[src/inc/but_pkg.sv]
// How it works
// - counter counts up from zero to active reload value, wraps, flags overflow
// - sixteen-bit prescaler divides the clock by division value plus one
// - division writes go to a buffer, applied at the next update event
// - reload copies through at once unless the reload buffer is enabled
// - register reads of reload return the preload copy; writes also reach the active copy unless the reload buffer is enabled
// - counting follows the run enable bit one clock cycle late
// - overflow or forced update makes an update event unless inhibited
// - inhibit blocks update events and shadow loads; forced update still clears counters
// - with source select set, forced update leaves pending flag alone
// - update event loads divider and reload shadow; sets pending flag unless forced with source select set
// - force update restarts counter and prescaler; bit reads back as zero
// - single shot mode clears run enable on the update event
// - control bit zero disables or enables the counter
// - prescaler runs from kernel clock one cycle after run enable is set
// - debug halt freezes counting when the freeze select input asks so
// - counter, division and reload are readable and writable while running
// - a trigger output is provided for the converter
// - overflow update events can raise interrupt and DMA requests
// - pending flag set by hardware, cleared by writing zero, one ignored
// - enable bit eight enables DMA request, bit zero the interrupt
// - trigger select 000 force pulse, 001 count active, 010 update event
// - tick rate is input clock over division value plus one
`default_nettype none
package but_pkg;

  localparam int unsigned CNT_W = 32;
  localparam int unsigned DIV_W = 16;
  localparam int unsigned ADDR_W = 8;
  localparam int unsigned DATA_W = 32;

  // ****************************************
  // register offsets
  // ****************************************
  localparam logic [ADDR_W-1:0] OFS_CONTROL_PRIMARY = 8'h00;
  localparam logic [ADDR_W-1:0] OFS_CONTROL_SECONDARY = 8'h04;
  localparam logic [ADDR_W-1:0] OFS_IRQ_DMA_ENABLES = 8'h0c;
  localparam logic [ADDR_W-1:0] OFS_EVENT_FLAGS = 8'h10;
  localparam logic [ADDR_W-1:0] OFS_EVENT_TRIGGER = 8'h14;
  localparam logic [ADDR_W-1:0] OFS_COUNT_VALUE = 8'h24;
  localparam logic [ADDR_W-1:0] OFS_CLOCK_DIVIDER = 8'h28;
  localparam logic [ADDR_W-1:0] OFS_RELOAD_LIMIT = 8'h2c;

  // ****************************************
  // field positions and reset values
  // ****************************************
  localparam int unsigned CR1_RUN_BIT = 0;
  localparam int unsigned CR1_INHIBIT_BIT = 1;
  localparam int unsigned CR1_SOURCE_BIT = 2;
  localparam int unsigned CR1_SINGLE_BIT = 3;
  localparam int unsigned CR1_RELOAD_BUF_BIT = 7;
  localparam int unsigned CR2_TRG_LSB = 4;
  localparam int unsigned TRG_W = 3;
  localparam int unsigned EN_IRQ_BIT = 0;
  localparam int unsigned EN_DMA_BIT = 8;
  localparam int unsigned FLAG_PENDING_BIT = 0;
  localparam int unsigned EGR_FORCE_BIT = 0;
  localparam logic [DATA_W-1:0] RST_WORD = 32'h0000_0000;
  localparam logic [CNT_W-1:0] RST_COUNT = 32'h0000_0000;
  localparam logic [DIV_W-1:0] RST_DIV = 16'h0000;

  // trigger source encodings
  localparam logic [TRG_W-1:0] TRG_FORCE = 3'h0;
  localparam logic [TRG_W-1:0] TRG_ACTIVE = 3'h1;
  localparam logic [TRG_W-1:0] TRG_UPDATE = 3'h2;

  typedef struct packed {
    logic reload_buffer_enable;
    logic single_shot_mode;
    logic update_source_select;
    logic update_inhibit;
    logic counter_run_enable;
  } but_ctrl_t;

  typedef struct packed {
    logic force_update;
    logic count_active;
    logic update_event;
  } but_evt_t;

endpackage : but_pkg
`default_nettype wire

[src/verilog/but_prescaler.sv]
`timescale 1ns/1ps
`default_nettype none
module but_prescaler
  import but_pkg::*;
#(
  parameter int unsigned W = DIV_W
)
(
  // clock and reset
  input wire logic clk_i,
  input wire logic reset_n_i,
  // control
  input wire logic run_i,
  input wire logic clear_i,
  input wire logic [W-1:0] ratio_i,
  // tick out
  output logic tick_o
);

  logic [W-1:0] div_count;

  // tick on the last step of each division period
  assign tick_o = run_i && !clear_i && (div_count == ratio_i);

  always_ff @(posedge clk_i or negedge reset_n_i)
  begin
    if (!reset_n_i)
    begin
      div_count <= '0;
    end
    else if (clear_i)
    begin
      div_count <= '0;
    end
    else if (run_i)
    begin
      // ratio of all ones divides by the full 2**W
      div_count <= tick_o ? '0 : W'(div_count + 1'b1);
    end
  end

endmodule : but_prescaler
`default_nettype wire

[src/verilog/but_timer.sv]
`timescale 1ns/1ps
`default_nettype none
module but_timer
  import but_pkg::*;
#(
  parameter int unsigned COUNT_W = CNT_W,
  parameter int unsigned DIVIDE_W = DIV_W
)
(
  // clock and reset
  input wire logic clk_i,
  input wire logic reset_n_i,
  // register port
  input wire logic [ADDR_W-1:0] addr_i,
  input wire logic [DATA_W-1:0] wdata_i,
  input wire logic wr_i,
  input wire logic rd_i,
  output logic [DATA_W-1:0] rdata_o,
  // debug halt
  input wire logic debug_halt_i,
  input wire logic halt_freeze_select_i,
  // requests and trigger
  output logic irq_o,
  output logic dma_req_o,
  output logic trigger_out_o
);

  // ****************************************
  // register state
  // ****************************************
  but_ctrl_t ctrl;
  logic [TRG_W-1:0] trigger_source_select;
  logic update_irq_enable;
  logic update_dma_enable;
  logic update_pending_flag;
  logic [COUNT_W-1:0] count_value;
  logic [DIVIDE_W-1:0] division_buffer;
  logic [DIVIDE_W-1:0] division_active;
  logic [COUNT_W-1:0] reload_preload;
  logic [COUNT_W-1:0] reload_active;
  logic count_active;

  // ****************************************
  // decode
  // ****************************************
  logic wr_ctrl1;
  logic wr_ctrl2;
  logic wr_enables;
  logic wr_flags;
  logic wr_trigger;
  logic wr_count;
  logic wr_divider;
  logic wr_reload;

  assign wr_ctrl1 = wr_i && (addr_i == OFS_CONTROL_PRIMARY);
  assign wr_ctrl2 = wr_i && (addr_i == OFS_CONTROL_SECONDARY);
  assign wr_enables = wr_i && (addr_i == OFS_IRQ_DMA_ENABLES);
  assign wr_flags = wr_i && (addr_i == OFS_EVENT_FLAGS);
  assign wr_trigger = wr_i && (addr_i == OFS_EVENT_TRIGGER);
  assign wr_count = wr_i && (addr_i == OFS_COUNT_VALUE);
  assign wr_divider = wr_i && (addr_i == OFS_CLOCK_DIVIDER);
  assign wr_reload = wr_i && (addr_i == OFS_RELOAD_LIMIT);

  // ****************************************
  // events
  // ****************************************
  logic force_update;
  logic freeze;
  logic run;
  logic tick;
  logic overflow;
  logic update_event;
  logic set_pending;

  // the force bit is a pulse, so it never holds a stored one
  assign force_update = wr_trigger && wdata_i[EGR_FORCE_BIT];
  assign freeze = debug_halt_i && halt_freeze_select_i;
  assign run = count_active && !freeze;
  assign overflow = tick && (count_value == reload_active);
  assign update_event = !ctrl.update_inhibit && (overflow || force_update);
  // forced updates stay silent when only overflow may request service
  assign set_pending = !ctrl.update_inhibit
                       && (overflow || (force_update && !ctrl.update_source_select));

  but_prescaler #(
    .W(DIVIDE_W)
  ) u_prescaler (
    .clk_i(clk_i),
    .reset_n_i(reset_n_i),
    .run_i(run),
    .clear_i(force_update),
    .ratio_i(division_active),
    .tick_o(tick)
  );

  // ****************************************
  // control registers
  // ****************************************
  always_ff @(posedge clk_i or negedge reset_n_i)
  begin
    if (!reset_n_i)
    begin
      ctrl <= '0;
    end
    else if (wr_ctrl1)
    begin
      // a software write in the same cycle as the stop takes precedence
      ctrl.counter_run_enable <= wdata_i[CR1_RUN_BIT];
      ctrl.update_inhibit <= wdata_i[CR1_INHIBIT_BIT];
      ctrl.update_source_select <= wdata_i[CR1_SOURCE_BIT];
      ctrl.single_shot_mode <= wdata_i[CR1_SINGLE_BIT];
      ctrl.reload_buffer_enable <= wdata_i[CR1_RELOAD_BUF_BIT];
    end
    else if (update_event && ctrl.single_shot_mode)
    begin
      ctrl.counter_run_enable <= 1'b0;
    end
  end

  always_ff @(posedge clk_i or negedge reset_n_i)
  begin
    if (!reset_n_i)
    begin
      trigger_source_select <= TRG_FORCE;
    end
    else if (wr_ctrl2)
    begin
      trigger_source_select <= wdata_i[CR2_TRG_LSB +: TRG_W];
    end
  end

  always_ff @(posedge clk_i or negedge reset_n_i)
  begin
    if (!reset_n_i)
    begin
      update_irq_enable <= 1'b0;
      update_dma_enable <= 1'b0;
    end
    else if (wr_enables)
    begin
      update_irq_enable <= wdata_i[EN_IRQ_BIT];
      update_dma_enable <= wdata_i[EN_DMA_BIT];
    end
  end

  // ****************************************
  // pending flag
  // ****************************************
  always_ff @(posedge clk_i or negedge reset_n_i)
  begin
    if (!reset_n_i)
    begin
      update_pending_flag <= 1'b0;
    end
    else if (set_pending)
    begin
      // a new event beats a clear written in the same cycle
      update_pending_flag <= 1'b1;
    end
    else if (wr_flags && !wdata_i[FLAG_PENDING_BIT])
    begin
      update_pending_flag <= 1'b0;
    end
  end

  // ****************************************
  // count enable delay
  // ****************************************
  always_ff @(posedge clk_i or negedge reset_n_i)
  begin
    if (!reset_n_i)
    begin
      count_active <= 1'b0;
    end
    else
    begin
      // prescaler starts on the kernel clock one cycle after the bit
      count_active <= ctrl.counter_run_enable;
    end
  end

  // ****************************************
  // main counter
  // ****************************************
  always_ff @(posedge clk_i or negedge reset_n_i)
  begin
    if (!reset_n_i)
    begin
      count_value <= RST_COUNT;
    end
    else if (force_update)
    begin
      // restarts even while inhibited
      count_value <= RST_COUNT;
    end
    else if (wr_count)
    begin
      count_value <= wdata_i[COUNT_W-1:0];
    end
    else if (tick)
    begin
      count_value <= overflow ? RST_COUNT : COUNT_W'(count_value + 1'b1);
    end
  end

  // ****************************************
  // division value
  // ****************************************
  always_ff @(posedge clk_i or negedge reset_n_i)
  begin
    if (!reset_n_i)
    begin
      division_buffer <= RST_DIV;
    end
    else if (wr_divider)
    begin
      division_buffer <= wdata_i[DIVIDE_W-1:0];
    end
  end

  always_ff @(posedge clk_i or negedge reset_n_i)
  begin
    if (!reset_n_i)
    begin
      division_active <= RST_DIV;
    end
    else if (update_event)
    begin
      // inhibit keeps the old ratio, since no event fires
      division_active <= division_buffer;
    end
  end

  // ****************************************
  // reload value
  // ****************************************
  always_ff @(posedge clk_i or negedge reset_n_i)
  begin
    if (!reset_n_i)
    begin
      reload_preload <= RST_COUNT;
    end
    else if (wr_reload)
    begin
      reload_preload <= wdata_i[COUNT_W-1:0];
    end
  end

  always_ff @(posedge clk_i or negedge reset_n_i)
  begin
    if (!reset_n_i)
    begin
      reload_active <= RST_COUNT;
    end
    else if (wr_reload && !ctrl.reload_buffer_enable)
    begin
      reload_active <= wdata_i[COUNT_W-1:0];
    end
    else if (update_event)
    begin
      reload_active <= reload_preload;
    end
  end

  // ****************************************
  // requests
  // ****************************************
  always_ff @(posedge clk_i or negedge reset_n_i)
  begin
    if (!reset_n_i)
    begin
      irq_o <= 1'b0;
    end
    else
    begin
      // level request, one cycle behind the flag
      irq_o <= update_pending_flag && update_irq_enable;
    end
  end

  always_ff @(posedge clk_i or negedge reset_n_i)
  begin
    if (!reset_n_i)
    begin
      dma_req_o <= 1'b0;
    end
    else
    begin
      dma_req_o <= set_pending && update_dma_enable;
    end
  end

  but_trigger_sel u_trigger (
    .clk_i(clk_i),
    .reset_n_i(reset_n_i),
    .select_i(trigger_source_select),
    .events_i('{force_update: force_update, count_active: count_active,
                update_event: update_event}),
    .trigger_out_o(trigger_out_o)
  );

  // ****************************************
  // read path
  // ****************************************
  logic [DATA_W-1:0] next_rdata;

  always_comb
  begin
    next_rdata = RST_WORD;
    unique case (addr_i)
      OFS_CONTROL_PRIMARY:
      begin
        next_rdata[CR1_RUN_BIT] = ctrl.counter_run_enable;
        next_rdata[CR1_INHIBIT_BIT] = ctrl.update_inhibit;
        next_rdata[CR1_SOURCE_BIT] = ctrl.update_source_select;
        next_rdata[CR1_SINGLE_BIT] = ctrl.single_shot_mode;
        next_rdata[CR1_RELOAD_BUF_BIT] = ctrl.reload_buffer_enable;
      end
      OFS_CONTROL_SECONDARY:
      begin
        next_rdata[CR2_TRG_LSB +: TRG_W] = trigger_source_select;
      end
      OFS_IRQ_DMA_ENABLES:
      begin
        next_rdata[EN_IRQ_BIT] = update_irq_enable;
        next_rdata[EN_DMA_BIT] = update_dma_enable;
      end
      OFS_EVENT_FLAGS:
      begin
        next_rdata[FLAG_PENDING_BIT] = update_pending_flag;
      end
      OFS_COUNT_VALUE:
      begin
        next_rdata[COUNT_W-1:0] = count_value;
      end
      OFS_CLOCK_DIVIDER:
      begin
        next_rdata[DIVIDE_W-1:0] = division_buffer;
      end
      OFS_RELOAD_LIMIT:
      begin
        next_rdata[COUNT_W-1:0] = reload_preload;
      end
      default:
      begin
        // event trigger and unmapped offsets read as zero
        next_rdata = RST_WORD;
      end
    endcase
  end

  always_ff @(posedge clk_i or negedge reset_n_i)
  begin
    if (!reset_n_i)
    begin
      rdata_o <= RST_WORD;
    end
    else if (rd_i)
    begin
      rdata_o <= next_rdata;
    end
    else
    begin
      rdata_o <= RST_WORD;
    end
  end

endmodule : but_timer
`default_nettype wire

[src/verilog/but_trigger_sel.sv]
`timescale 1ns/1ps
`default_nettype none
module but_trigger_sel
  import but_pkg::*;
(
  // clock and reset
  input wire logic clk_i,
  input wire logic reset_n_i,
  // selection and events
  input wire logic [TRG_W-1:0] select_i,
  input wire but_evt_t events_i,
  // converter trigger
  output logic trigger_out_o
);

  logic next_trigger;

  always_comb
  begin
    next_trigger = 1'b0;
    // unlisted codes give a quiet output
    case (select_i)
      TRG_FORCE: next_trigger = events_i.force_update;
      TRG_ACTIVE: next_trigger = events_i.count_active;
      TRG_UPDATE: next_trigger = events_i.update_event;
      default: next_trigger = 1'b0;
    endcase
  end

  always_ff @(posedge clk_i or negedge reset_n_i)
  begin
    if (!reset_n_i)
    begin
      trigger_out_o <= 1'b0;
    end
    else
    begin
      trigger_out_o <= next_trigger;
    end
  end

endmodule : but_trigger_sel
`default_nettype wire
[config.mk]
export PLATFORM = sky130hd
export DESIGN_NAME = but_timer
export DESIGN_NICKNAME = d
export VERILOG_FILES = /design/src/inc/but_pkg.sv /design/src/verilog/but_prescaler.sv /design/src/verilog/but_timer.sv /design/src/verilog/but_trigger_sel.sv
export SDC_FILE = /design/constraint.sdc
export NUM_CORES = 1
export LEC_CHECK = 0
export BUFFER_PORTS_ARGS = -buffer_cell sky130_fd_sc_hd__buf_2
export CORE_MARGIN = 2
export CORE_UTILIZATION = 55
export CTS_CLUSTER_SIZE = 20
export DETAILED_ROUTE_END_ITERATION = 10
export HOLD_SLACK_MARGIN = 0.05
export PLACE_DENSITY = 0.77
export REMOVE_ABC_BUFFERS = 1
export SLEW_MARGIN = 25
export SYNTH_ARGS = -nofsm -noshare
export SYNTH_HDL_FRONTEND = slang
export SYNTH_HIERARCHICAL = 1
export SYNTH_SLANG_ARGS = --single-unit
[constraint.sdc]
create_clock -name clk_i -period 2.9 [get_ports clk_i]
set_input_delay 0.435 -clock clk_i [delete_from_list [all_inputs] [get_ports clk_i]]
set_output_delay 0.435 -clock clk_i [all_outputs]
set_load 0.005 [all_outputs]
==> Word-level counts from Yosys, hierarchy flattened <==
Cells that the tools add are included.
W data, S select, Z words.
{ "totals": {"inputBits": 46, "ff_bits": 191, "wordCells": 92} }
{ "op_classes": {"n_eq_ne": 11, "reduce_logical": 37, "n_mux": 22, "n_addsub": 2} }
{ "ops": {"columns": ["cell", "n"], "rows": [
  ["$mux W32", 7],
  ["$mux W16", 3],
  ["$add A32 B1 Y32 const B", 1],
  ["$eq A32 B32 Y1", 1],
  ["$pmux W16 S2", 1],
  ["$eq A8 B6 Y1 const B", 3],
  ["$pmux W3 S4", 2],
  ["$logic_and A1 B1 Y1", 22],
  ["$pmux W7 S3", 1],
  ["$add A16 B1 Y16 const B", 1],
  ["$eq A16 B16 Y1", 1],
  ["$eq A8 B5 Y1 const B", 2],
  ["$eq A8 B3 Y1 const B", 1],
  ["$eq A8 B4 Y1 const B", 1],
  ["$logic_not A8 Y1", 1],
  ["$pmux W1 S4", 2],
  ["$reduce_bool A2 Y1", 4],
  ["$logic_not A1 Y1", 6],
  ["$pmux W1 S6", 1],
  ["$mux W1", 4],
  ["$eq A3 B1 Y1 const B", 1],
  ["$eq A3 B2 Y1 const B", 1],
  ["$logic_not A3 Y1", 1],
  ["$pmux W1 S3", 1],
  ["2 further kinds", 3]
]} }

==> Logic depth before layout (Yosys ltp) <==
{ "depth": {"word_depth": 12, "mapped_depth": 13} }

==> By module <==
Netlist, hierarchy kept.
{ "by_module_without_submodules": {"columns": ["module", "instances", "seq_area_each_um2", "area_each_um2", "cells_each"], "rows": [
  ["but_timer", 1, 4354.2, 8951.1, 854],
  ["but_prescaler", 1, 400.4, 1223.7, 141],
  ["but_trigger_sel", 1, 25.0, 53.8, 5]
]} }

==> Worst setup path before layout <==
OpenSTA, ideal clock, no wires.
{ "synth_timing": {"path_type": "reg2reg", "startpoint": "register u_prescaler.div_count[0]", "endpoint": "register division_active[10]", "arrival_ns": 2.846, "setup_slack_ns": -0.071, "n_path_buf": 3, "path_stages_with_launch": 13, "cell_sequence": "dfrtp_1 xor2_1 nor4_1 nand4_2 buf_2 nor2_1 buf_2 nand3_1 nor4_2 nand4b_2 a21oi_4 buf_12 mux2_4"} }
{ "synth_between": {"elab_chain_cells": 5} }
{ "synth_rtl": {"columns": ["element", "line_no", "text"], "rows": [
  ["start: declaration", "but_prescaler.sv:20", "logic [W-1:0] div_count;"],
  ["start signal: assignment", "but_prescaler.sv:38", "div_count <= tick_o ? '0 : W'(div_count + 1'b1);"],
  ["$eq A16 B16 Y1", "but_prescaler.sv:23", "assign tick_o = run_i && !clear_i && (div_count == ratio_i);"],
  ["$logic_and A1 B1 Y1", "but_prescaler.sv:23", null],
  ["via tick", "but_timer.sv:70", "logic tick;"],
  ["$logic_and A1 B1 Y1", "but_timer.sv:79", "assign overflow = tick && (count_value == reload_active);"],
  ["$logic_or A1 B1 Y1", "but_timer.sv:80", "assign update_event = !ctrl.update_inhibit && (overflow || force_update);"],
  ["$logic_and A1 B1 Y1", "but_timer.sv:80", null],
  ["via update_event", "but_timer.sv:72", "logic update_event;"],
  ["end signal: assignment", "but_timer.sv:230", "division_active <= division_buffer;"],
  ["end: declaration", "but_timer.sv:38", "logic [DIVIDE_W-1:0] division_active;"]
]} }
The timed path passes the listed nets, and every way through them passes these cells.
A chain may end at the register's enable or synchronous reset.

==> Worst setup path in the final report <==
{ "layout_timing": {"startpoint": "register u_prescaler.div_count[2]", "endpoint": "register division_active[15]"} }
{ "layout_between": {"elab_chain_cells": 5} }
{ "layout_rtl": {"columns": ["element", "line_no"], "rows": [
  ["$eq A16 B16 Y1", "but_prescaler.sv:23"],
  ["$logic_and A1 B1 Y1", "but_prescaler.sv:23"],
  ["via tick", "but_timer.sv:70"],
  ["$logic_and A1 B1 Y1", "but_timer.sv:79"],
  ["$logic_or A1 B1 Y1", "but_timer.sv:80"],
  ["$logic_and A1 B1 Y1", "but_timer.sv:80"]
]} }
The timed path passes the listed nets, and every way through them passes these cells.

==> run metrics <==
status completed; CTS Buf Count 17; first-pass GRT wire length 47530 um; ys flop type dfrtp_1; cell taking the most area after synthesis dfrtp_1; Synth async-reset ratio 100.0%; Final min period 2.758 ns; die area 0.01970 sq mm; CP Cell Sequence xor2_1, nor4_2, nand4_2, nor2_4, nand3_1, nor4_4, nand4b_2, a21oi_4, buf_12, mux2_2; Max clock buf depth 2; crit path max fanout 17; initial antenna violation count 0; DRC 0; CTS Sinks 191; total track usage 31.01%; Die H 140.4 um; Mapped Avg Cell Area 10.23 sq um; register area share after synthesis 46.73%; GR Overflow Total 0; vias per std cell 6.505; Core ar. 0.01809 sq mm; worst-case clock skew 0.01048 ns; Slew Limit Fails 0; Max-slew headroom 47.47%; r2r startpoint u_prescaler/div_count[2]$_DFFE_PN0P_; FMAX 0.3626 GHz; Synth top area share 46.73%; Least-Margin Pin Slew 0.7870 ns; I/O Pins 81; Post-Route WL 29440 um; synth-to-layout area growth 15.11%; port bufs 80; Crit path required time 3.22 ns; initial core utilization 56.55%; cell family with most CP delay simple AND/OR/NAND/NOR gates; Endpoint, Worst Hold count_value[26]$_DFFE_PN0P_; Crit path arrival time 3.08 ns; Routed Antenna Nets 0; Startpoint Class flip-flop; hold path depth 3; fillers 1391; Iter 0 DRT Violations 1153; CP endpoint kind flip-flop; WL/cell 22.12 um; Hold WS 0.2306 ns; clock latency at the later pin of the worst-skew pair 0.44 ns; CP max stage cell dfrtp_1; Via Count 8658; Cell Area, Synth 0.01023 sq mm; WP buf/inv 1; placer's final routability congestion estimate 0.9785; R2R depth 10; share of cells above drive strength 1 27.86%; Leakage 5.154 nW; # setup viols final 0; worst ir drop on vdd 0.4243 mV; drt first pass iters 6; largest cells by area after synthesis dfrtp_1, mux2_2, o221a_2; NumNets Final 1139; register bit total from synthesis 191; CTS Root Cell clkbuf_16; RSZ-0062 raised after global routing false; Register-to-Register Setup Slack 0.14 ns; post-synth cell types 70; CTS tree done; Die Wd 140.4 um; EDFF count, synth 0; most common cell in the netlist dfrtp_1; HP Class in -> reg; Worst-path clk slew 0.07 ns; Rows 49; DP Wirelength 20180 um; Worst path max stage delay 0.39 ns; RR Endpoint division_active[15]$_DFFE_PN0P_; Post-Synthesis Cells 1000; hold_sp wdata_i[26]; final critical-path share of the clock period 95.10%; maxcap violations 0; kind of critical path reg -> reg; vias in the first global route 8542; Power Density 534.8 mW/mm^2; htree depth 4; largest net degree at the start of global routing 67; Ant. Diodes 0; final hold violation count 0; Commonest cells post-synth dfrtp_1, nand2_1, nor2_1; Ys Warns 6; setup TNS 0 ns
[flip-flops by register name, indices dropped and copies added, names as in the netlist]
register	count
division_buffer	16
count_value	32
trigger_source_select	3
u_prescaler/div_count	16
irq_o	1
rdata_o	32
reload_active	32
dma_req_o	1
u_trigger/trigger_out_o	1
division_active	16
update_dma_enable	1
reload_preload	32
update_pending_flag	1
ctrl	5
count_active	1
update_irq_enable	1
[through the flow]
step	instance area (sq um)	worst slack (ns)	power [W]	instances	util [%]
detailed placement	11120	-0.01876	0.003886	1299	61.49
finish	11770	0.1420	0.006296	1331	65.10
CTS	11730	0.0002702	0.006285	1330	64.86
global placement	11120	0.01226	0.003853	1299	61.49
global route	11770	0.0007960	0.006536	1331	65.10
floorplan	9884	-1.567	0.003477	928	-
[power by group]
part / internal, W / total, W / switching, W
Sequential: 0.00282 / 0.00300 / 0.000175
Combinational: 0.000408 / 0.000883 / 0.000474
Clock: 0.00140 / 0.00242 / 0.00102
[worst reg2reg max path, delay by kind of cell, from the launching register on]
family	cells	cell delay [ns]
AOI/OAI and AO/OA	1	0.21
xor gates and xnor gates	1	0.19
and+or+nand+nor	6	1.33
DFF	1	0.39
muxes	1	0.36
buffers and inverters	1	0.19
[cells in the final DEF (no fill, tap or decap), drive strengths merged, types with 3 or more instances in the layout]
cell type and n:
dfrtp 191, buf 142, nand2 76, mux2 76
nor2 72, o21ai 63, a21oi 53, nand3 40
a22oi 37, xnor2 36, o221a 31, xor2 30
nand4 30, or3 29, clkbuf 22, nor2b 20
nand2b 12, nor3 12, nor4 11, and3 9
a222oi 8, mux2i 7, o31ai 7, inv 7
nand3b 6, a31oi 6, nand4b 6, or4b 5
and4 5, or4 4, nor4b 4, clkinv 4
and2 3, or2 3, bufinv 3, o211ai 3
[layer usage]
| metal | vias up | wire [um] | global-route usage (%) |
|---|---|---|---|
| li1 | 3869 | - | - |
| met1 | 4247 | 12620 | 44.48 |
| met2 | 473 | 13560 | 47.39 |
| met3 | 69 | 2441 | 5.128 |
| met4 | 0 | 826 | 12.33 |
| met5 | - | 0 | 0 |
[layout make-up]
| class | instances | area, sq um | share of cell area (%) |
|---|---|---|---|
| repair buffers | 144 | 954.7 | 8.108 |
| well taps | 229 | 286.5 | 2.434 |
| inverters | 7 | 26.28 | 0.2232 |
| clock buffers | 21 | 460.4 | 3.911 |
| flip-flops and latches | 191 | 4780 | 40.60 |
| multi-input cells | 730 | 5130 | 43.57 |
| clock inverters | 9 | 136.4 | 1.158 |
[worst max-delay path by stage]
stage / startpoint / depth (start not counted) / slack, ns / to
4_1_cts: u_prescaler/div_count[14]$_DFFE_PN0P_ / 11 / 0.0003 / count_value[17]$_DFFE_PN0P_
2_1_floorplan: debug_halt_i / 7 / -1.57 / reload_active[0]$_DFFE_PN0P_
3_3_place_gp: u_prescaler/div_count[2]$_DFFE_PN0P_ / 11 / 0.01 / count_value[0]$_DFFE_PN0P_
5_1_grt: u_prescaler/div_count[2]$_DFFE_PN0P_ / 10 / 0.0008 / division_active[15]$_DFFE_PN0P_
3_5_place_dp: addr_i[5] / 13 / -0.02 / count_value[0]$_DFFE_PN0P_
6_report: u_prescaler/div_count[2]$_DFFE_PN0P_ / 10 / 0.14 / division_active[15]$_DFFE_PN0P_
[cell families (layout without fill, tap and decap cells)]
family / Yosys count / after routing / share of synthesized area, %
compound gates: 228 / 228 / 15.45
fa+ha+maj: 2 / 2 / 0.2446
buf+inv: 79 / 181 / 3.621
xor+xnor: 66 / 66 / 5.798
flops: 191 / 191 / 46.73
mux: 83 / 83 / 9.382
simple gates: 351 / 351 / 18.78
[timing repair]
action | in CTS | in global routing
endpoints found under the setup margin | 57 | 55
hold buffers | 1 | 0
setup buffers | 0 | 1
endpoints found under the hold margin | 62 | 0
gates resized for setup | 1 | 6
cloned | 0 | 0
Power figures use the tool's default switching activity.
